### src/common/swt_regs.svh
// named constants for the single-wire sensor slave
// assumes a 100 MHz clock and a microsecond tick built from it
`ifndef SWT_REGS_SVH
`define SWT_REGS_SVH
// ----------------------------------------
// timing
// ----------------------------------------
`define SWT_CLK_KHZ       100000
`define SWT_CYC_PER_US    (`SWT_CLK_KHZ / 1000)
`define SWT_RST_LOW_US    480
`define SWT_PRES_WAIT_US  30
`define SWT_PRES_LEN_US   120
`define SWT_HOLD_US       15
`define SWT_SAMPLE_US     30
`define SWT_TCONV_MS      750
// ----------------------------------------
// command codes
// ----------------------------------------
`define SWT_CMD_READ_ID   8'h33
`define SWT_CMD_MATCH     8'h55
`define SWT_CMD_SKIP      8'hcc
`define SWT_CMD_SEARCH    8'hf0
`define SWT_CMD_ALARM     8'hec
`define SWT_FN_WRITE      8'h4e
`define SWT_FN_READ       8'hbe
`define SWT_FN_COPY       8'h48
`define SWT_FN_CONV       8'h44
`define SWT_FN_RECALL     8'hb8
`define SWT_FN_POWER      8'hb4
// ----------------------------------------
// scratchpad map and field values
// ----------------------------------------
`define SWT_OFF_HIGH_TRIG 4'h2
`define SWT_OFF_LOW_TRIG  4'h3
`define SWT_OFF_RES_SETUP 4'h4
`define SWT_OFF_CHECK     4'h8
`define SWT_CFG_ONES      5'h1f
`define SWT_RES_LSB       5
`define SWT_RES_RESET     2'h3
`define SWT_TEMP_RESET    16'h0550
`define SWT_TH_RESET      8'h4b
`define SWT_TL_RESET      8'h46
`define SWT_INT_A         8'hff
`define SWT_INT_B         8'h00
`define SWT_INT_C         8'h10
`define SWT_CRC_POLY      8'h8c
`define SWT_BYTE_LAST     3'h7
`define SWT_ROM_LAST      7'h3f
`define SWT_PAD_LAST      7'h47
`endif

### src/common/swt_pkg.sv
// types used inside the single-wire sensor slave
// assumes swt_regs.svh for the numeric constants
package swt_pkg;
  // gray steps along idle, presence, command, function, data
  typedef enum logic [3:0] {
    SWT_IDLE   = 4'h0,
    SWT_PRES   = 4'h1,
    SWT_CMD    = 4'h3,
    SWT_FUNC   = 4'h2,
    SWT_DATA   = 4'h6,
    SWT_ROM_TX = 4'h7,
    SWT_MATCH  = 4'h5,
    SWT_SEARCH = 4'h4,
    SWT_WAIT   = 4'hc
  } swt_state_t;

  // trigger bytes and resolution, as scratchpad or nonvolatile copy
  typedef struct packed {
    logic [7:0] th;
    logic [7:0] tl;
    logic [1:0] res;
  } swt_trig_t;
endpackage

### src/design/swt_rom_layer.sv
// slave end of a single-wire temperature sensor: line timing,
// identity commands, search, scratchpad and conversion control.
// assumes dq_in already synchronous; a pullup outside the block.
//
// What this block does
// - config reads ones low, zero top bit
// - two resolution bits pick 9 to 12
// - conversion time halves per resolution step down
// - nonvolatile resolution starts at twelve bits
// - line idles high, any recovery allowed
// - line low past 480 us resets protocol
// - reset, identity command, function, then data
// - master reset pulse answered by presence
// - identity commands are eight bits long
// - command 33h sends family, serial, check
// - command 55h selects only on full match
// - command CCh selects without identity
// - search sends bit, complement, reads choice
// - mismatched search choice drops device out
// - command ECh searches only while alarmed
// - alarm when outside nonvolatile triggers
// - zero pulls low, one releases line
// - master starts every slot but presence
// - presence after 15-60 us, 60-240 long
// - nine byte scratchpad with check byte
// - written bits sampled 15-60 us in
// - check byte x8+x5+x4+1, lsb first
`timescale 1ns/1ps
`include "swt_regs.svh"

module swt_rom_layer #(
  parameter logic [7:0]  FAMILY_CODE = 8'h5a,           // arbitrary value
  parameter logic [47:0] SERIAL_NUM  = 48'h0000_0000_0001, // arbitrary value
  parameter int unsigned CYC_PER_US  = `SWT_CYC_PER_US,
  parameter int unsigned CONV_MAX_US = `SWT_TCONV_MS * 1000
) (
  input  wire logic        clock,
  input  wire logic        rst,
  input  wire logic        dq_in,
  output wire logic        dq_out,
  output wire logic        dq_oe,
  input  wire logic [15:0] temp_in,
  input  wire logic        vdd_present,
  output wire logic        selected,
  output wire logic        alarm_flag,
  output wire logic        conv_busy,
  output wire logic        conv_start
);
  localparam logic [6:0] CYC_LAST   = 7'(CYC_PER_US - 1);
  localparam logic [8:0] RST_US     = 9'(`SWT_RST_LOW_US);
  localparam logic [7:0] PRES_WAIT  = 8'(`SWT_PRES_WAIT_US);
  localparam logic [7:0] PRES_END   = 8'(`SWT_PRES_WAIT_US + `SWT_PRES_LEN_US);
  localparam logic [5:0] HOLD_US    = 6'(`SWT_HOLD_US);
  localparam logic [5:0] SAMPLE_US  = 6'(`SWT_SAMPLE_US);
  localparam logic [1:0] PH_WRITE   = 2'h2;
  localparam swt_pkg::swt_trig_t TRIG_RST = '{`SWT_TH_RESET, `SWT_TL_RESET, `SWT_RES_RESET};

  // ----------------------------------------
  // check byte over a bit stream
  // ----------------------------------------
  function automatic logic [7:0] crc8(input logic [71:0] d, input logic [6:0] n);
    logic [7:0] c;
    logic       fb;
    c = 8'h0;
    for (int i = 0; i < 72; i++) begin
      if (7'(i) < n) begin
        fb = c[0] ^ d[i];
        c = {1'b0, c[7:1]} ^ (fb ? `SWT_CRC_POLY : 8'h0);
      end
    end
    return c;
  endfunction

  // ----------------------------------------
  // line timing state
  // ----------------------------------------
  logic [6:0] div_ff,     nxt_div;
  logic       dq_q_ff,    nxt_dq_q;
  logic [8:0] low_us_ff,  nxt_low_us;
  logic       rst_seen_ff, nxt_rst_seen;
  logic       pres_on_ff, nxt_pres_on;
  logic [7:0] pres_us_ff, nxt_pres_us;
  logic       slot_on_ff, nxt_slot_on;
  logic [5:0] slot_us_ff, nxt_slot_us;
  logic       drive_ff,   nxt_drive;

  // ----------------------------------------
  // protocol state
  // ----------------------------------------
  swt_pkg::swt_state_t state_ff, nxt_state;
  logic [6:0]          bit_ff,      nxt_bit;
  logic [1:0]          phase_ff,    nxt_phase;
  logic [7:0]          sr_ff,       nxt_sr;
  logic                match_ok_ff, nxt_match_ok;
  logic [7:0]          fn_ff,       nxt_fn;
  swt_pkg::swt_trig_t  pad_ff,      nxt_pad;
  swt_pkg::swt_trig_t  nv_ff,       nxt_nv;
  logic [15:0]         temp_ff,     nxt_temp;
  logic                alarm_ff,    nxt_alarm;
  logic                busy_ff,     nxt_busy;
  logic [19:0]         conv_us_ff,  nxt_conv_us;
  logic                start_ff,    nxt_start;

  logic        tick;
  logic        fall;
  logic        rise;
  logic        rst_hit;
  logic        pres_done;
  logic        step;
  logic        active;
  logic        tx_bit;
  logic [55:0] rom_base;
  logic [63:0] rom;
  logic [7:0]  cfg_byte;
  logic [63:0] pad64;
  logic [71:0] pad_rd;
  logic [19:0] conv_lim;
  logic [15:0] res_mask;
  logic [15:0] temp_new;

  assign tick      = div_ff == CYC_LAST;
  assign fall      = dq_q_ff & ~dq_in;
  assign rise      = ~dq_q_ff & dq_in;
  assign rst_hit   = ~dq_in & (low_us_ff == RST_US);
  assign pres_done = pres_on_ff & tick & (pres_us_ff == PRES_END);
  assign step      = slot_on_ff & tick & (slot_us_ff == SAMPLE_US);
  assign active    = (state_ff != swt_pkg::SWT_IDLE) && (state_ff != swt_pkg::SWT_WAIT);

  assign rom_base = {SERIAL_NUM, FAMILY_CODE};
  assign rom      = {crc8(72'(rom_base), 7'h38), rom_base};
  assign cfg_byte = {1'b0, pad_ff.res, `SWT_CFG_ONES};
  assign pad64    = {`SWT_INT_C, `SWT_INT_B, `SWT_INT_A, cfg_byte, pad_ff.tl, pad_ff.th, temp_ff};
  assign pad_rd   = {crc8({8'h0, pad64}, 7'h40), pad64};

  // twelve bits take the full time, each step down halves it
  assign conv_lim = 20'(CONV_MAX_US >> (2'h3 - pad_ff.res));
  assign res_mask = 16'hffff << (2'h3 - pad_ff.res);
  assign temp_new = temp_in & res_mask;

  // ----------------------------------------
  // bit to send in the current read slot
  // ----------------------------------------
  always_comb begin
    tx_bit = 1'b1;
    case (state_ff)
      swt_pkg::SWT_ROM_TX: begin
        tx_bit = rom[bit_ff[5:0]];
      end
      swt_pkg::SWT_SEARCH: begin
        if (phase_ff != PH_WRITE) begin
          tx_bit = rom[bit_ff[5:0]] ^ phase_ff[0];
        end
      end
      swt_pkg::SWT_DATA: begin
        case (fn_ff)
          `SWT_FN_READ:   tx_bit = pad_rd[bit_ff];
          `SWT_FN_CONV:   tx_bit = ~busy_ff;
          `SWT_FN_RECALL: tx_bit = ~busy_ff;
          `SWT_FN_POWER:  tx_bit = vdd_present;
          default:        tx_bit = 1'b1;
        endcase
      end
      default: tx_bit = 1'b1;
    endcase
  end

  // ----------------------------------------
  // line timing: tick, reset detect, presence, slots
  // ----------------------------------------
  always_comb begin
    nxt_div      = tick ? 7'h0 : div_ff + 7'h1;
    nxt_dq_q     = dq_in;
    nxt_low_us   = low_us_ff;
    nxt_rst_seen = rst_seen_ff;
    nxt_pres_on  = pres_on_ff;
    nxt_pres_us  = pres_us_ff;
    nxt_slot_on  = slot_on_ff;
    nxt_slot_us  = slot_us_ff;
    nxt_drive    = drive_ff;
    // a high line never times out, so recovery may be any length
    if (dq_in) begin
      nxt_low_us = 9'h0;
    end else if (tick && low_us_ff != RST_US) begin
      nxt_low_us = low_us_ff + 9'h1;
    end
    if (rst_hit) begin
      nxt_rst_seen = 1'b1;
    end else if (rise) begin
      nxt_rst_seen = 1'b0;
    end
    if (rst_hit) begin
      nxt_pres_on = 1'b0;
      nxt_slot_on = 1'b0;
      nxt_drive   = 1'b0;
    end else if (rise && rst_seen_ff) begin
      nxt_pres_on = 1'b1;
      nxt_pres_us = 8'h0;
    end else if (pres_on_ff) begin
      if (tick) begin
        nxt_pres_us = pres_us_ff + 8'h1;
      end
      nxt_drive = (pres_us_ff >= PRES_WAIT) && (pres_us_ff < PRES_END);
      if (pres_done) begin
        nxt_pres_on = 1'b0;
      end
    end else if (slot_on_ff) begin
      if (tick) begin
        nxt_slot_us = slot_us_ff + 6'h1;
      end
      if (tick && slot_us_ff == HOLD_US) begin
        nxt_drive = 1'b0;
      end
      if (step) begin
        nxt_slot_on = 1'b0;
      end
    end else if (fall && active) begin
      nxt_slot_on = 1'b1;
      nxt_slot_us = 6'h0;
      nxt_drive   = ~tx_bit;
    end
  end

  always_ff @(posedge clock or posedge rst) begin
    if (rst) begin
      div_ff      <= 7'h0;
      dq_q_ff     <= 1'b1;
      low_us_ff   <= 9'h0;
      rst_seen_ff <= 1'b0;
      pres_on_ff  <= 1'b0;
      pres_us_ff  <= 8'h0;
      slot_on_ff  <= 1'b0;
      slot_us_ff  <= 6'h0;
      drive_ff    <= 1'b0;
    end else begin
      div_ff      <= nxt_div;
      dq_q_ff     <= nxt_dq_q;
      low_us_ff   <= nxt_low_us;
      rst_seen_ff <= nxt_rst_seen;
      pres_on_ff  <= nxt_pres_on;
      pres_us_ff  <= nxt_pres_us;
      slot_on_ff  <= nxt_slot_on;
      slot_us_ff  <= nxt_slot_us;
      drive_ff    <= nxt_drive;
    end
  end

  // ----------------------------------------
  // protocol, scratchpad and conversion
  // ----------------------------------------
  always_comb begin
    logic [7:0] rx_sr;
    logic [3:0] wr_off;
    rx_sr        = {dq_in, sr_ff[7:1]};
    wr_off       = 4'(bit_ff[4:3]) + `SWT_OFF_HIGH_TRIG;
    nxt_state    = state_ff;
    nxt_bit      = bit_ff;
    nxt_phase    = phase_ff;
    nxt_sr       = sr_ff;
    nxt_match_ok = match_ok_ff;
    nxt_fn       = fn_ff;
    nxt_pad      = pad_ff;
    nxt_nv       = nv_ff;
    nxt_temp     = temp_ff;
    nxt_alarm    = alarm_ff;
    nxt_busy     = busy_ff;
    nxt_conv_us  = conv_us_ff;
    nxt_start    = 1'b0;
    if (busy_ff) begin
      if (tick) begin
        nxt_conv_us = conv_us_ff + 20'h1;
      end
      if (conv_us_ff >= conv_lim) begin
        nxt_busy  = 1'b0;
        nxt_temp  = temp_new;
        // upper trigger bits line up with the sign of the result
        nxt_alarm = ($signed(temp_new[11:4]) > $signed(nv_ff.th)) ||
                    ($signed(temp_new[11:4]) < $signed(nv_ff.tl));
      end
    end
    if (rst_hit) begin
      nxt_state = swt_pkg::SWT_IDLE;
    end else if (pres_done) begin
      nxt_state = swt_pkg::SWT_CMD;
      nxt_bit   = 7'h0;
      nxt_phase = 2'h0;
    end else if (step) begin
      nxt_sr  = rx_sr;
      nxt_bit = bit_ff + 7'h1;
      case (state_ff)
        swt_pkg::SWT_CMD: begin
          if (bit_ff[2:0] == `SWT_BYTE_LAST) begin
            nxt_bit      = 7'h0;
            nxt_match_ok = 1'b1;
            case (rx_sr)
              `SWT_CMD_READ_ID: nxt_state = swt_pkg::SWT_ROM_TX;
              `SWT_CMD_MATCH:   nxt_state = swt_pkg::SWT_MATCH;
              `SWT_CMD_SKIP:    nxt_state = swt_pkg::SWT_FUNC;
              `SWT_CMD_SEARCH:  nxt_state = swt_pkg::SWT_SEARCH;
              `SWT_CMD_ALARM:   nxt_state = alarm_ff ? swt_pkg::SWT_SEARCH : swt_pkg::SWT_WAIT;
              default:          nxt_state = swt_pkg::SWT_WAIT;
            endcase
          end
        end
        swt_pkg::SWT_ROM_TX: begin
          if (bit_ff == `SWT_ROM_LAST) begin
            nxt_state = swt_pkg::SWT_FUNC;
            nxt_bit   = 7'h0;
          end
        end
        swt_pkg::SWT_MATCH: begin
          nxt_match_ok = match_ok_ff & (dq_in == rom[bit_ff[5:0]]);
          if (bit_ff == `SWT_ROM_LAST) begin
            nxt_state = nxt_match_ok ? swt_pkg::SWT_FUNC : swt_pkg::SWT_WAIT;
            nxt_bit   = 7'h0;
          end
        end
        swt_pkg::SWT_SEARCH: begin
          nxt_bit = bit_ff;
          if (phase_ff != PH_WRITE) begin
            nxt_phase = phase_ff + 2'h1;
          end else begin
            nxt_phase = 2'h0;
            nxt_bit   = bit_ff + 7'h1;
            if (dq_in != rom[bit_ff[5:0]]) begin
              nxt_state = swt_pkg::SWT_WAIT;
            end else if (bit_ff == `SWT_ROM_LAST) begin
              nxt_state = swt_pkg::SWT_FUNC;
              nxt_bit   = 7'h0;
            end
          end
        end
        swt_pkg::SWT_FUNC: begin
          if (bit_ff[2:0] == `SWT_BYTE_LAST) begin
            nxt_fn    = rx_sr;
            nxt_bit   = 7'h0;
            nxt_state = swt_pkg::SWT_DATA;
            case (rx_sr)
              `SWT_FN_CONV: begin
                nxt_busy    = 1'b1;
                nxt_conv_us = 20'h0;
                nxt_start   = 1'b1;
              end
              `SWT_FN_COPY:   nxt_nv  = pad_ff;
              `SWT_FN_RECALL: nxt_pad = nv_ff;
              `SWT_FN_WRITE:  nxt_pad = pad_ff;
              `SWT_FN_READ:   nxt_pad = pad_ff;
              `SWT_FN_POWER:  nxt_pad = pad_ff;
              default:        nxt_state = swt_pkg::SWT_WAIT;
            endcase
          end
        end
        swt_pkg::SWT_DATA: begin
          if (fn_ff == `SWT_FN_WRITE && bit_ff[2:0] == `SWT_BYTE_LAST) begin
            case (wr_off)
              `SWT_OFF_HIGH_TRIG: nxt_pad.th = rx_sr;
              `SWT_OFF_LOW_TRIG:  nxt_pad.tl = rx_sr;
              `SWT_OFF_RES_SETUP: begin
                // only the resolution pair is kept, the rest reads fixed
                nxt_pad.res = rx_sr[`SWT_RES_LSB +: 2];
                nxt_state   = swt_pkg::SWT_WAIT;
              end
              default: nxt_state = swt_pkg::SWT_WAIT;
            endcase
          end else if (fn_ff == `SWT_FN_READ && bit_ff == `SWT_PAD_LAST) begin
            nxt_state = swt_pkg::SWT_WAIT;
          end
        end
        default: nxt_state = state_ff;
      endcase
    end
  end

  always_ff @(posedge clock or posedge rst) begin
    if (rst) begin
      state_ff    <= swt_pkg::SWT_IDLE;
      bit_ff      <= 7'h0;
      phase_ff    <= 2'h0;
      sr_ff       <= 8'h0;
      match_ok_ff <= 1'b0;
      fn_ff       <= 8'h0;
      pad_ff      <= TRIG_RST;
      nv_ff       <= TRIG_RST;
      temp_ff     <= `SWT_TEMP_RESET;
      alarm_ff    <= 1'b0;
      busy_ff     <= 1'b0;
      conv_us_ff  <= 20'h0;
      start_ff    <= 1'b0;
    end else begin
      state_ff    <= nxt_state;
      bit_ff      <= nxt_bit;
      phase_ff    <= nxt_phase;
      sr_ff       <= nxt_sr;
      match_ok_ff <= nxt_match_ok;
      fn_ff       <= nxt_fn;
      pad_ff      <= nxt_pad;
      nv_ff       <= nxt_nv;
      temp_ff     <= nxt_temp;
      alarm_ff    <= nxt_alarm;
      busy_ff     <= nxt_busy;
      conv_us_ff  <= nxt_conv_us;
      start_ff    <= nxt_start;
    end
  end

  // open drain: the pin only ever pulls low
  assign dq_out     = 1'b0;
  assign dq_oe      = drive_ff;
  assign selected   = (state_ff == swt_pkg::SWT_FUNC) || (state_ff == swt_pkg::SWT_DATA);
  assign alarm_flag = alarm_ff;
  assign conv_busy  = busy_ff;
  assign conv_start = start_ff;

endmodule

### config.mk
export PLATFORM = sky130hd
export DESIGN_NAME = swt_rom_layer
export DESIGN_NICKNAME = d
export VERILOG_FILES = /design/src/common/swt_pkg.sv /design/src/design/swt_rom_layer.sv
export VERILOG_INCLUDE_DIRS = /design/src /design/src/common
export SDC_FILE = /design/constraint.sdc
export NUM_CORES = 1
export LEC_CHECK = 0
export CORE_MARGIN = 3
export CORE_UTILIZATION = 57
export CTS_BUF_LIST = sky130_fd_sc_hd__clkbuf_2 sky130_fd_sc_hd__clkbuf_4 sky130_fd_sc_hd__clkbuf_8
export CTS_CLUSTER_SIZE = 12
export DETAILED_ROUTE_END_ITERATION = 7
export DONT_BUFFER_PORTS = 1
export PLACE_DENSITY = 0.78
export SYNTH_ARGS = -nofsm -noshare
export SYNTH_HDL_FRONTEND = slang
export SYNTH_SLANG_ARGS = --single-unit
### constraint.sdc
create_clock -name clock -period 5.4 [get_ports clock]
set_input_delay 0.54 -clock clock [delete_from_list [all_inputs] [get_ports clock]]
set_output_delay 0.54 -clock clock [all_outputs]
set_load 0.05 [all_outputs]
# After elaboration in Yosys (flattened, before gate mapping)
# Memories as Yosys holds them, arrays and structs flattened.
# Index checks and enable logic that the tools add are counted.
# totals
register_bits,140
output_inout_bits,6
elab_cells,414
romBits,64
mem_count,1
inputBits,20
latch_bits,0
ram_bits,0
# mem_list
name,words,word_bits,rd,rd_ports_with_merged_regs,wr,line,text
(name not given),64,1,1,0,0,swt_rom_layer.sv:324,if (dq_in != rom[bit_ff[5:0]]) begin
# op_classes
n_mux,156
add_sub_neg,9
shifts,2
multipliers,0
n_lt_le_gt_ge,7
div_mod_pow,0
n_eq_ne,56
n_reduce_logical,43
n_bitwise,114
# ops
operator,n
$mux 8,69
$xor 7x8->8,63
$mux 20,8
$eq 8x8->1 const B,10
$mux 4,15
$mux 18,3
$mux 7,7
$eq 8x7->1 const B,6
$mux 1,36
$pmux 18 s2,1
$xor 1x1->1,34
$reduce_and 8->1,4
$pmux 4 s6,1
$pmux 7 s3,1
$add 20x1->20 const B,1
$ge 20x20->1,1
$ne 4x4->1 const B,5
$pmux 4 s5,1
$shr 20x2->20 const A,1
$mux 6,3
$mux 9,2
$reduce_bool 2->1,9
$and 16x16->16,1
$eq 4x3->1 const B,4
48 further kinds,101

# Logic depth before layout (Yosys ltp)
# Gate-level depths: netlist of run 1.
# depth
word_depth,170
depth_mapped,17
ltp_nobuf,16

# Worst setup path before layout of run 1
# No wires, ideal clock.
# synth_path
path_kind,reg-to-reg
start,register pad_ff (netlist bit cfg_byte[5])
end,register temp_ff[3]
setup_ns,0.125
stages_incl_launch_ff,18
period_less_slack_ns,3.631
setup_slack_ns,1.769
arrival_time_ns,3.506
path_cell_list,dfstp_2 inv_1 ha_1 ha_1 nand2b_1 a21boi_0 o21a_1 o21a_1 o21a_1 o21a_1 o21a_1 o21a_1 o2111ai_1 a21oi_1 o2111ai_1 nand3_1 clkbuf_1 mux2_2
# synth_between
elab_chain_cells,4
elab_cells_between_ends,6
# synth_rtl
element,line,text
start: declaration,swt_rom_layer.sv:96,"swt_pkg::swt_trig_t pad_ff, nxt_pad;"
start signal: assignment,swt_rom_layer.sv:395,pad_ff <= nxt_pad;
$sub 2x2->2 *,"swt_rom_layer.sv:136, swt_rom_layer.sv:137",
$shr 20x2->20,swt_rom_layer.sv:136,assign conv_lim = 20'(CONV_MAX_US >> (2'h3 - pad_ff.res));
$ge 20x20->1,swt_rom_layer.sv:272,if (conv_us_ff >= conv_lim) begin
$reduce_and 2->1 (no line),n/a,
end signal: assignment,swt_rom_layer.sv:383,temp_ff <= `SWT_TEMP_RESET;
end signal: assignment,swt_rom_layer.sv:397,temp_ff <= nxt_temp;
end: declaration,swt_rom_layer.sv:98,"logic [15:0] temp_ff, nxt_temp;"
# Every way passes the cells marked *; elsewhere a longest branch is shown, timed or not.
# A chain may end at the register's enable or synchronous reset.

# Final worst setup path of run 1
# layout_path
start,register pad_ff (netlist bit cfg_byte[6])
end,register temp_ff[3]
# Same word-level chain as after synthesis.

==> flow_metrics.env, run 1 <==
export IMPL_drtAntennaViolNets=0
export IMPL_design_core_area_um2=15400
export IMPL_place_area_um2=9180
export IMPL_arrival_ns=4.48
export IMPL_hold_buffers=0
export IMPL_drc=0
export IMPL_synth_edf_count=0
export IMPL_finalClockSkew_ns=0.0138
export IMPL_p_leak_nw=4.10
export IMPL_power_density_nw_per_um2=211
export IMPL_dieArea_um2=17400
export IMPL_tightestPinTransition_ns=1.06
export IMPL_whs_ns=0.0760
export IMPL_port_buffers=0
export IMPL_dpl_hpwl_um=13700
export IMPL_wire_per_inst_um=16.4
export IMPL_hp_class="in -> reg"
export IMPL_synth_top_family_by_area="simple AND/OR/NAND/NOR gates"
export IMPL_wl_um=19300
export IMPL_post_place_cells=1140
export IMPL_endpoint_kind="flop"
export IMPL_antenna_found_initial=0
export IMPL_grt_pass1_vias=6493
export IMPL_crit_start="cfg_byte[6]"
export IMPL_cts_tree="built"
export IMPL_num_vias=6878
export IMPL_drt_iter0_drc=586
export IMPL_setup_viol=0
export IMPL_synth_warnings=0
export IMPL_nets=1017
export IMPL_startpoint_type="flop"
export IMPL_grt_first_pass_wirelength_um=32200
export IMPL_slew_limit_headroom_pct=29.4
export IMPL_peakVddDrop_uv=188
export IMPL_die_w_um=132
export IMPL_cts_buffers=17
export IMPL_detail_route_vias_per_cell=5.87
export IMPL_final_area_um2=9580
export IMPL_rsz0062_at_grt="false"
export IMPL_io_pins=26
export IMPL_synth_fp_nets=1037
export IMPL_ys_flop_type="dfrtp_1"
export IMPL_htree_num_levels=4
export IMPL_status="finished clean"
export IMPL_cap_violations=0
export IMPL_synth_simple_gate_area_share_pct=18.0
export IMPL_async_reset_ff_share_pct=100
export IMPL_grt_max_degree=94
export IMPL_min_period_over_period_pct=76.6
export IMPL_drive_gt1_share_pct=12.0
export IMPL_start_util_pct=58.8
export IMPL_r2r_start="cfg_byte[6]"
export IMPL_synthAdderAreaFrac_pct=6.79
export IMPL_n_antenna_cell=0
export IMPL_cts_sinks=139
export IMPL_synth_area_um2=9030
export IMPL_hold_path_startpoint="dq_in"
export IMPL_ctsResizeCount=0
export IMPL_critPathMaxFanout=17
export IMPL_muxShareOfSynthArea_pct=6.93
export IMPL_drv_slew=0
export IMPL_fmax_ghz=0.242
export IMPL_fin_cells=1172
export IMPL_setup_slack_ns=1.26
export IMPL_crit_type="reg -> reg"
export IMPL_rows=45
export IMPL_ys_seq_elements=139
export IMPL_place_congestion=0.879
export IMPL_post_route_min_period_ns=4.14
export IMPL_synthXorXnorAreaFrac_pct=12.5
export IMPL_synth_compound_area_share_pct=13.2
export IMPL_grt_use_total_pct=22.6
export IMPL_fp_dieH_um=132
export IMPL_clk_path_buf_depth=2
export IMPL_cts_root_buf="clkbuf_8"
export IMPL_postSynthAreaPerCell_um2=9.33
export IMPL_area_growth_pct=6.04
export IMPL_synth_cell_types=69
export IMPL_cts_setup_buffers=0
export IMPL_globalRouteOverflowTotal=0
export IMPL_syn_inst=968
export IMPL_finalHoldViolCount=0
export IMPL_clkTransAtPathRegs_ns=0.08
export IMPL_pre_cts_ws_ns=1.22
export IMPL_first_pass_iters=5
export IMPL_clk_insertion_delay_late_ns=0.46
export IMPL_yosysSeqAreaShare_pct=38.8
export IMPL_crit_required_ns=5.75
export IMPL_tns_ns=0
-- through the flow --
step | total power [W] | utilization [%]
final | 0.00202 | 62.3
after global routing | 0.00210 | 62.3
after CTS | 0.00204 | 62.3
after detailed placement | 0.00118 | 59.7
after global placement | 0.00118 | 59.7
after floorplan | 0.00116 | -
-- registers in the layout, summed over array words and instances (netlist names), 8 cells and up --
signal and cells:
pad64 16, pres_us_ff 8, fn_ff 8, conv_us_ff 20, low_us_ff 9, temp_ff 16
nv_ff 18
-- path summary, 6_finish.rpt --
kind	endpoint	cells past startpoint	slack (ns)
max	temp_ff[3]	16	1.26
min	dq_q_ff	0	0.08
max reg2reg	temp_ff[3]	16	1.26
min reg2reg	div_ff[0]	1	0.46
max in group asynchronous	temp_ff[0]	2	4.20
min in group asynchronous	slot_us_ff[0]	1	0.10
-- layer usage --
metal	share of wire [%]	track usage, %	wire length, um
met1	46	31.2	8780
met2	47	35.6	9050
met3	6.1	6.18	1170
met4	1.4	5.54	263
met5	0	0	0
-- cell families after synthesis --
kind of cell,Yosys count
xor+xnor,113
compound gates,198
flops,139
buf+inv,87
other cells,1
fa+ha+maj,49
mux,46
simple gates,335
-- placed cells by master (no fill, tap or decap), drive strengths merged, types with 31 or more instances in the layout --
cell type	synthesis	routed
inv	41	43
nand2	121	121
nand3	31	31
ha	49	49
nor2	64	64
o21ai	76	76
xnor2	60	60
dfrtp	116	116
xor2	44	44
a21oi	56	56
-- cells in the mapped netlist, drive strengths merged (3+ instances only) --
| master | n | area, um^2 |
|---|---|---|
| nand2 | 121 | 454 |
| dfrtp | 116 | 2900 |
| o21ai | 76 | 384 |
| nor2 | 64 | 240 |
| xnor2 | 60 | 533 |
| a21oi | 56 | 284 |
| ha | 49 | 613 |
| xor2 | 44 | 385 |
| inv | 41 | 154 |
| clkbuf | 40 | 151 |
| nand3 | 31 | 155 |
| mux2 | 29 | 327 |
| dfstp | 23 | 604 |
| nand4 | 23 | 144 |
| nand2b | 13 | 81.3 |
| and2 | 12 | 75.1 |
| and3 | 11 | 68.8 |
| o21a | 11 | 82.6 |
| or3 | 11 | 68.8 |
| mux4 | 10 | 229 |
| nor2b | 10 | 62.6 |
| nor3 | 8 | 40.0 |
| xnor3 | 8 | 184 |
| a21o | 7 | 52.6 |
| a22o | 7 | 61.3 |
| a31oi | 7 | 43.8 |
| mux2i | 7 | 70.1 |
| buf | 6 | 35.0 |
| nor4 | 6 | 37.5 |
| nand3b | 5 | 37.5 |
| nor4b | 5 | 43.8 |
| nor3b | 4 | 30.0 |
| or2 | 4 | 25.0 |
| or4 | 4 | 30.0 |
| a211oi | 3 | 22.5 |
| o2111ai | 3 | 26.3 |
| o22ai | 3 | 18.8 |
| o31ai | 3 | 22.5 |
-- cell type report --
| class | count | area [um^2] |
|---|---|---|
| Fill cell | 1256 | 5790 |
| Sequential cell | 139 | 3510 |
| Tap cell | 211 | 264 |
| Clock buffer | 19 | 255 |
| Clock inverter | 13 | 143 |
| Timing Repair Buffer | 7 | 52.6 |
| Inverter | 41 | 159 |
| Multi-Input combinational cell | 742 | 5200 |
-- where the power goes --
group,leakage (nW),total [W],switching (W),internal [W]
combinational,2.24,0.0000717,0.0000474,0.0000244
clock,0.188,0.000861,0.000432,0.000429
sequential,1.67,0.00109,0.0000275,0.00106
-- worst max-delay path, stage by stage (launching register included) --
cell and delay [ns]:
dfstp_2 0.63, inv_1 0.12, ha_1 0.26, ha_1 0.29, nand2b_1 0.06, a21boi_0 0.07, o21a_1 0.17, o21a_1 0.16
o21a_1 0.16, o21a_1 0.17, o21a_1 0.17, o21a_1 0.16, o2111ai_1 0.17, a21oi_1 0.11, o2111ai_1 0.19, nand3_1 0.61
mux2_2 0.52
Note: power is estimated with default switching activity, not from simulation.
==> run 2, diff against run 1 <==
--- a/config.mk
+++ b/config.mk
@@ -12,7 +12,7 @@
 export CTS_CLUSTER_SIZE = 12
 export DETAILED_ROUTE_END_ITERATION = 7
 export DONT_BUFFER_PORTS = 1
-export PLACE_DENSITY = 0.78
+export PLACE_DENSITY = 0.81
 export SYNTH_ARGS = -nofsm -noshare
 export SYNTH_HDL_FRONTEND = slang
 export SYNTH_SLANG_ARGS = --single-unit
==> constraint.sdc (replaced) <==
create_clock -name clock -period 3.8 [get_ports clock]
set_input_delay 0.38 -clock clock [delete_from_list [all_inputs] [get_ports clock]]
set_output_delay 0.38 -clock clock [all_outputs]
set_load 0.05 [all_outputs]
==> flow_metrics.env, run 2 (synthesis results as in run 1) <==
export IMPL_first_pass_iters=5
export IMPL_min_period_over_period_pct=96.6
export IMPL_drtAntennaViolNets=0
export IMPL_hp_class="in -> async"
export IMPL_rows=45
export IMPL_io_pins=26
export IMPL_fmax_ghz=0.272
export IMPL_largest_register_ffs=20
export IMPL_peakVddDrop_uv=262
export IMPL_fin_cells=1184
export IMPL_tns_ns=0
export IMPL_final_util_pct=62.9
export IMPL_critPathMaxFanout=5
export IMPL_grt_use_total_pct=23.8
export IMPL_design_core_area_um2=15400
export IMPL_ff_latch_area_um2=3510
export IMPL_max_stage_delay_ns=0.60
export IMPL_tightestPinTransition_ns=0.978
export IMPL_die_w_um=132
export IMPL_place_congestion=0.850
export IMPL_rsz0062_at_grt="false"
export IMPL_wl_um=20400
export IMPL_dpl_hpwl_um=14400
export IMPL_wire_per_inst_um=17.2
export IMPL_startpoint_type="flop"
export IMPL_port_buffers=0
export IMPL_crit_buf_inv=0
export IMPL_cp_common_cell="xnor3_2"
export IMPL_post_place_cells=1149
export IMPL_n_antenna_cell=0
export IMPL_p_leak_nw=4.16
export IMPL_violations="negative hold slack"
export IMPL_cts_sinks=139
export IMPL_final_common_cell="nand2_1"
export IMPL_crit_required_ns=4.13
export IMPL_cts_root_buf="clkbuf_8"
export IMPL_antenna_found_initial=0
export IMPL_arrival_ns=4.01
export IMPL_fill_cells=1250
export IMPL_ctsResizeCount=0
export IMPL_finalHoldViolCount=7
export IMPL_detail_route_vias_per_cell=5.90
export IMPL_whs_ns=-0.0159
export IMPL_cap_violations=0
export IMPL_cpLargestDelayFamily="XOR/XNOR gates"
export IMPL_drt_iter0_drc=609
export IMPL_clk_insertion_delay_late_ns=0.46
export IMPL_start_util_pct=58.8
export IMPL_regMostFlops="conv_us_ff"
export IMPL_multi_input_area_um2=5200
export IMPL_dieArea_um2=17400
export IMPL_place_area_um2=9260
export IMPL_status="complete, but fails checks"
export IMPL_fp_dieH_um=132
export IMPL_globalRouteOverflowTotal=0
export IMPL_final_area_um2=9680
export IMPL_nets=1029
export IMPL_cts_buffers=17
export IMPL_drc=0
export IMPL_post_route_min_period_ns=3.67
export IMPL_clkTransAtPathRegs_ns=0.09
export IMPL_power_density_nw_per_um2=296
export IMPL_setup_viol=0
export IMPL_mostFrequentLayoutCells="nand2_1, dfrtp_1, o21ai_0"
export IMPL_endpoint_kind="flop"
export IMPL_area_growth_pct=7.13
export IMPL_cts_tree="built"
export IMPL_clk_path_buf_depth=2
export IMPL_num_vias=6983
export IMPL_drv_slew=0
export IMPL_largestRegisters="conv_us_ff x20, nv_ff x18"
export IMPL_crit_slowest_cell="dfstp_2"
export IMPL_drive_gt1_share_pct=12.9
export IMPL_htree_num_levels=4
export IMPL_grt_max_degree=66
export IMPL_grt_first_pass_wirelength_um=34100
export IMPL_crit_chain="xnor3_2, xor3_2, xnor2_2, xnor3_2, xnor3_2, xor2_1, nor2_1, a21oi_2, xnor2_1, o21ai_2, xnor2_1, mux2i_1, a21oi_1"
export IMPL_crit_type="reg -> reg"
export IMPL_finalClockSkew_ns=0.0137
export IMPL_grt_pass1_vias=6858
export IMPL_slew_limit_headroom_pct=34.8
-- run 2: changes by cell type in the layout (fill, tap and decap cells not counted), sizes merged --
cell	previous run	this run
clkinvlp	5	4
dlygate4sd3	0	1
clkinv	4	3
inv	43	44
buf	7	18
clkbuf	19	21
bufinv	2	1
-- run 2: worst paths after layout --
kind / startpoint / endpoint / slack (ns) / depth (start not counted)
min: rst / slot_us_ff[1] / -0.02 / 1
min in group clock: dq_in / sr_ff[7] / 0.04 / 2
max: temp_ff[6] / dq_oe / 0.13 / 13
max reg2reg: temp_ff[6] / dq_oe / 0.13 / 13
min reg2reg: div_ff[0] / div_ff[0] / 0.45 / 1
max in group asynchronous: rst / dq_q_ff / 2.84 / 2
-- run 2: area by class of cell --
class	count	share of cell area, %
multi-input combinational	742	53.7
clock inverter	11	1.14
tap	211	2.73
sequential	139	36.2
inverter	41	1.63
timing repair buffer	19	1.63
clock buffer	21	2.92
-- run 2: metal layers --
layer | GRT usage (%) | part of all wire [%] | vias up | routed length, um
met5 | 0 | 0 | - | 0
met4 | 7.58 | 1.9 | 0 | 379
met3 | 4.08 | 5.5 | 33 | 1130
met2 | 38.2 | 47 | 199 | 9600
met1 | 33.3 | 45 | 3378 | 9270
li1 | - | - | 3373 | -
-- run 2: worst reg2reg max path, cell delays in order, from the launching register on --
cell	delay (ns)
dfstp_2	0.60
xnor3_2	0.39
xor3_2	0.44
xnor2_2	0.19
xnor3_2	0.49
xnor3_2	0.44
xor2_1	0.22
nor2_1	0.07
a21oi_2	0.13
xnor2_1	0.14
o21ai_2	0.07
xnor2_1	0.12
mux2i_1	0.15
a21oi_1	0.08
-- run 2: stage by stage --
step	setup slack (ns)	total power, W
global placement	0.258	0.00168
detailed placement	0.167	0.00168
finish	0.128	0.00286
CTS	0.141	0.00288
floorplan	0.169	0.00165
global route	0.00219	0.00298
-- run 2: what timing repair did --
item,4_1_cts,5_1_grt
endpoints found under the hold margin,10,0
hold buffers,1,0
buffers inserted,0,2
setup endpoints to repair,0,15
-- run 2: where the power goes --
part	internal [W]	total, W	switching [W]
logic	0.0000386	0.000110	0.0000719
registers	0.00150	0.00154	0.0000403
clock network	0.000586	0.00121	0.000620
total	0.00213	0.00286	0.000732
==> run 3, diff against run 2 <==
--- a/config.mk
+++ b/config.mk
@@ -13,6 +13,7 @@
 export DETAILED_ROUTE_END_ITERATION = 7
 export DONT_BUFFER_PORTS = 1
 export PLACE_DENSITY = 0.81
+export RECOVER_POWER = 25
 export SYNTH_ARGS = -nofsm -noshare
 export SYNTH_HDL_FRONTEND = slang
 export SYNTH_SLANG_ARGS = --single-unit
==> flow_metrics.env, run 3 (synthesis results as in run 1) <==
export IMPL_holdPathStages=2
export IMPL_cts_sinks=139
export IMPL_place_area_um2=9260
export IMPL_violations="max-capacitance violations, max-slew violations"
export IMPL_htree_num_levels=4
export IMPL_crit_required_ns=4.14
export IMPL_setup_viol=0
export IMPL_largest_register_ffs=20
export IMPL_min_period_over_period_pct=96.6
export IMPL_post_route_min_period_ns=3.67
export IMPL_cts_buffers=17
export IMPL_critPathMaxFanout=5
export IMPL_grt_max_degree=66
export IMPL_drtAntennaViolNets=0
export IMPL_final_common_cell="nand2_1"
export IMPL_peakVddDrop_uv=262
export IMPL_grt_first_pass_wirelength_um=34100
export IMPL_cts_root_buf="clkbuf_8"
export IMPL_startpoint_type="flop"
export IMPL_start_util_pct=58.8
export IMPL_rows=45
export IMPL_post_place_cells=1149
export IMPL_wl_um=20400
export IMPL_slew_limit_headroom_pct=-30.7
export IMPL_cp_common_cell="xnor3_2"
export IMPL_detail_route_vias_per_cell=5.91
export IMPL_crit_cells=13
export IMPL_place_congestion=0.850
export IMPL_port_buffers=0
export IMPL_fin_cells=1184
export IMPL_num_vias=7001
export IMPL_die_w_um=132
export IMPL_mostFrequentLayoutCells="nand2_1, dfrtp_1, o21ai_0"
export IMPL_drive_gt1_share_pct=12.9
export IMPL_setup_slack_ns=0.129
export IMPL_rsz0062_at_grt="false"
export IMPL_dieArea_um2=17400
export IMPL_n_antenna_cell=0
export IMPL_fill_cells=1252
export IMPL_hp_class="in -> reg"
export IMPL_dpl_hpwl_um=14400
export IMPL_globalRouteOverflowTotal=0
export IMPL_finalHoldViolCount=0
export IMPL_cpLargestDelayFamily="XOR/XNOR gates"
export IMPL_grt_pass1_vias=6858
export IMPL_p_leak_nw=4.16
export IMPL_first_pass_iters=7
export IMPL_crit_type="reg -> reg"
export IMPL_fmax_ghz=0.272
export IMPL_area_growth_pct=6.94
export IMPL_fp_dieH_um=132
export IMPL_grt_use_total_pct=23.8
export IMPL_power_density_nw_per_um2=296
export IMPL_r2r_cells=13
export IMPL_regMostFlops="conv_us_ff"
export IMPL_largestRegisters="conv_us_ff x20, nv_ff x18"
export IMPL_drv_slew=111
export IMPL_io_pins=26
export IMPL_clk_path_buf_depth=2
export IMPL_finalClockSkew_ns=0.0135
export IMPL_clkTransAtPathRegs_ns=0.09
export IMPL_tightestPinTransition_ns=1.95
export IMPL_crit_chain="xnor3_2, xor3_2, xnor2_2, xnor3_2, xnor3_2, xor2_1, nor2_1, a21oi_2, xnor2_1, o21ai_2, xnor2_1, mux2i_1, a21oi_1"
export IMPL_ff_latch_area_um2=3510
export IMPL_crit_buf_inv=0
export IMPL_cap_violations=2
export IMPL_antenna_found_initial=0
export IMPL_design_core_area_um2=15400
export IMPL_wire_per_inst_um=17.2
export IMPL_crit_slowest_cell="dfstp_2"
export IMPL_endpoint_kind="flop"
export IMPL_cts_tree="built"
export IMPL_pre_cts_ws_ns=0.167
export IMPL_max_stage_delay_ns=0.60
export IMPL_drc=0
export IMPL_final_area_um2=9660
export IMPL_ctsResizeCount=0
export IMPL_multi_input_area_um2=5200
export IMPL_tns_ns=0
export IMPL_status="complete, but fails checks"
export IMPL_arrival_ns=4.01
export IMPL_nets=1029
export IMPL_drt_iter0_drc=629
export IMPL_clk_insertion_delay_late_ns=0.46
-- run 3: timing repair --
action,CTS,global route
hold endpoints to repair,10,0
setup endpoints to repair,0,15
setup buffers,0,2
hold buffers,1,0
-- run 3: worst paths after layout --
path / slack, ns / to / from
hold reg to reg: 0.45 / div_ff[0] / div_ff[0]
setup reg to reg: 0.13 / dq_oe / temp_ff[6]
setup / recovery: 0.13 / dq_oe / temp_ff[6]
min in group asynchronous: 0.29 / slot_us_ff[1] / rst
hold / removal: 0.04 / sr_ff[7] / dq_in
max in group asynchronous: 1.17 / conv_busy / rst
-- run 3: per-stage QoR --
| step | hold WS, ns | utilization, % | total power, W |
|---|---|---|---|
| floorplan | 0.384 | - | 0.00165 |
| global placement | 0.388 | 60.2 | 0.00168 |
| detailed placement | 0.388 | 60.2 | 0.00168 |
| CTS | 0.0136 | 62.8 | 0.00288 |
| global route | 0.0388 | 62.8 | 0.00297 |
| finish | 0.0432 | 62.8 | 0.00286 |
-- run 3: layout make-up --
| class | count | share of cell area (%) |
|---|---|---|
| Clock inverter | 11 | 1.14 |
| Sequential cell | 139 | 36.3 |
| Multi-Input combinational cell | 742 | 53.8 |
| Timing Repair Buffer | 19 | 1.48 |
| Clock buffer | 21 | 2.93 |
| Inverter | 41 | 1.61 |
| Tap cell | 211 | 2.73 |
-- run 3: per-layer routing --
layer	GRT usage, %	wire length, um
met4	7.58	363
met2	38.2	9680
met3	4.08	1050
met5	0	0
met1	33.3	9270
-- run 3: where the power goes --
| group | switching, W | internal [W] |
|---|---|---|
| sequential | 0.0000403 | 0.00150 |
| combinational | 0.0000714 | 0.0000365 |
| clock | 0.000624 | 0.000586 |
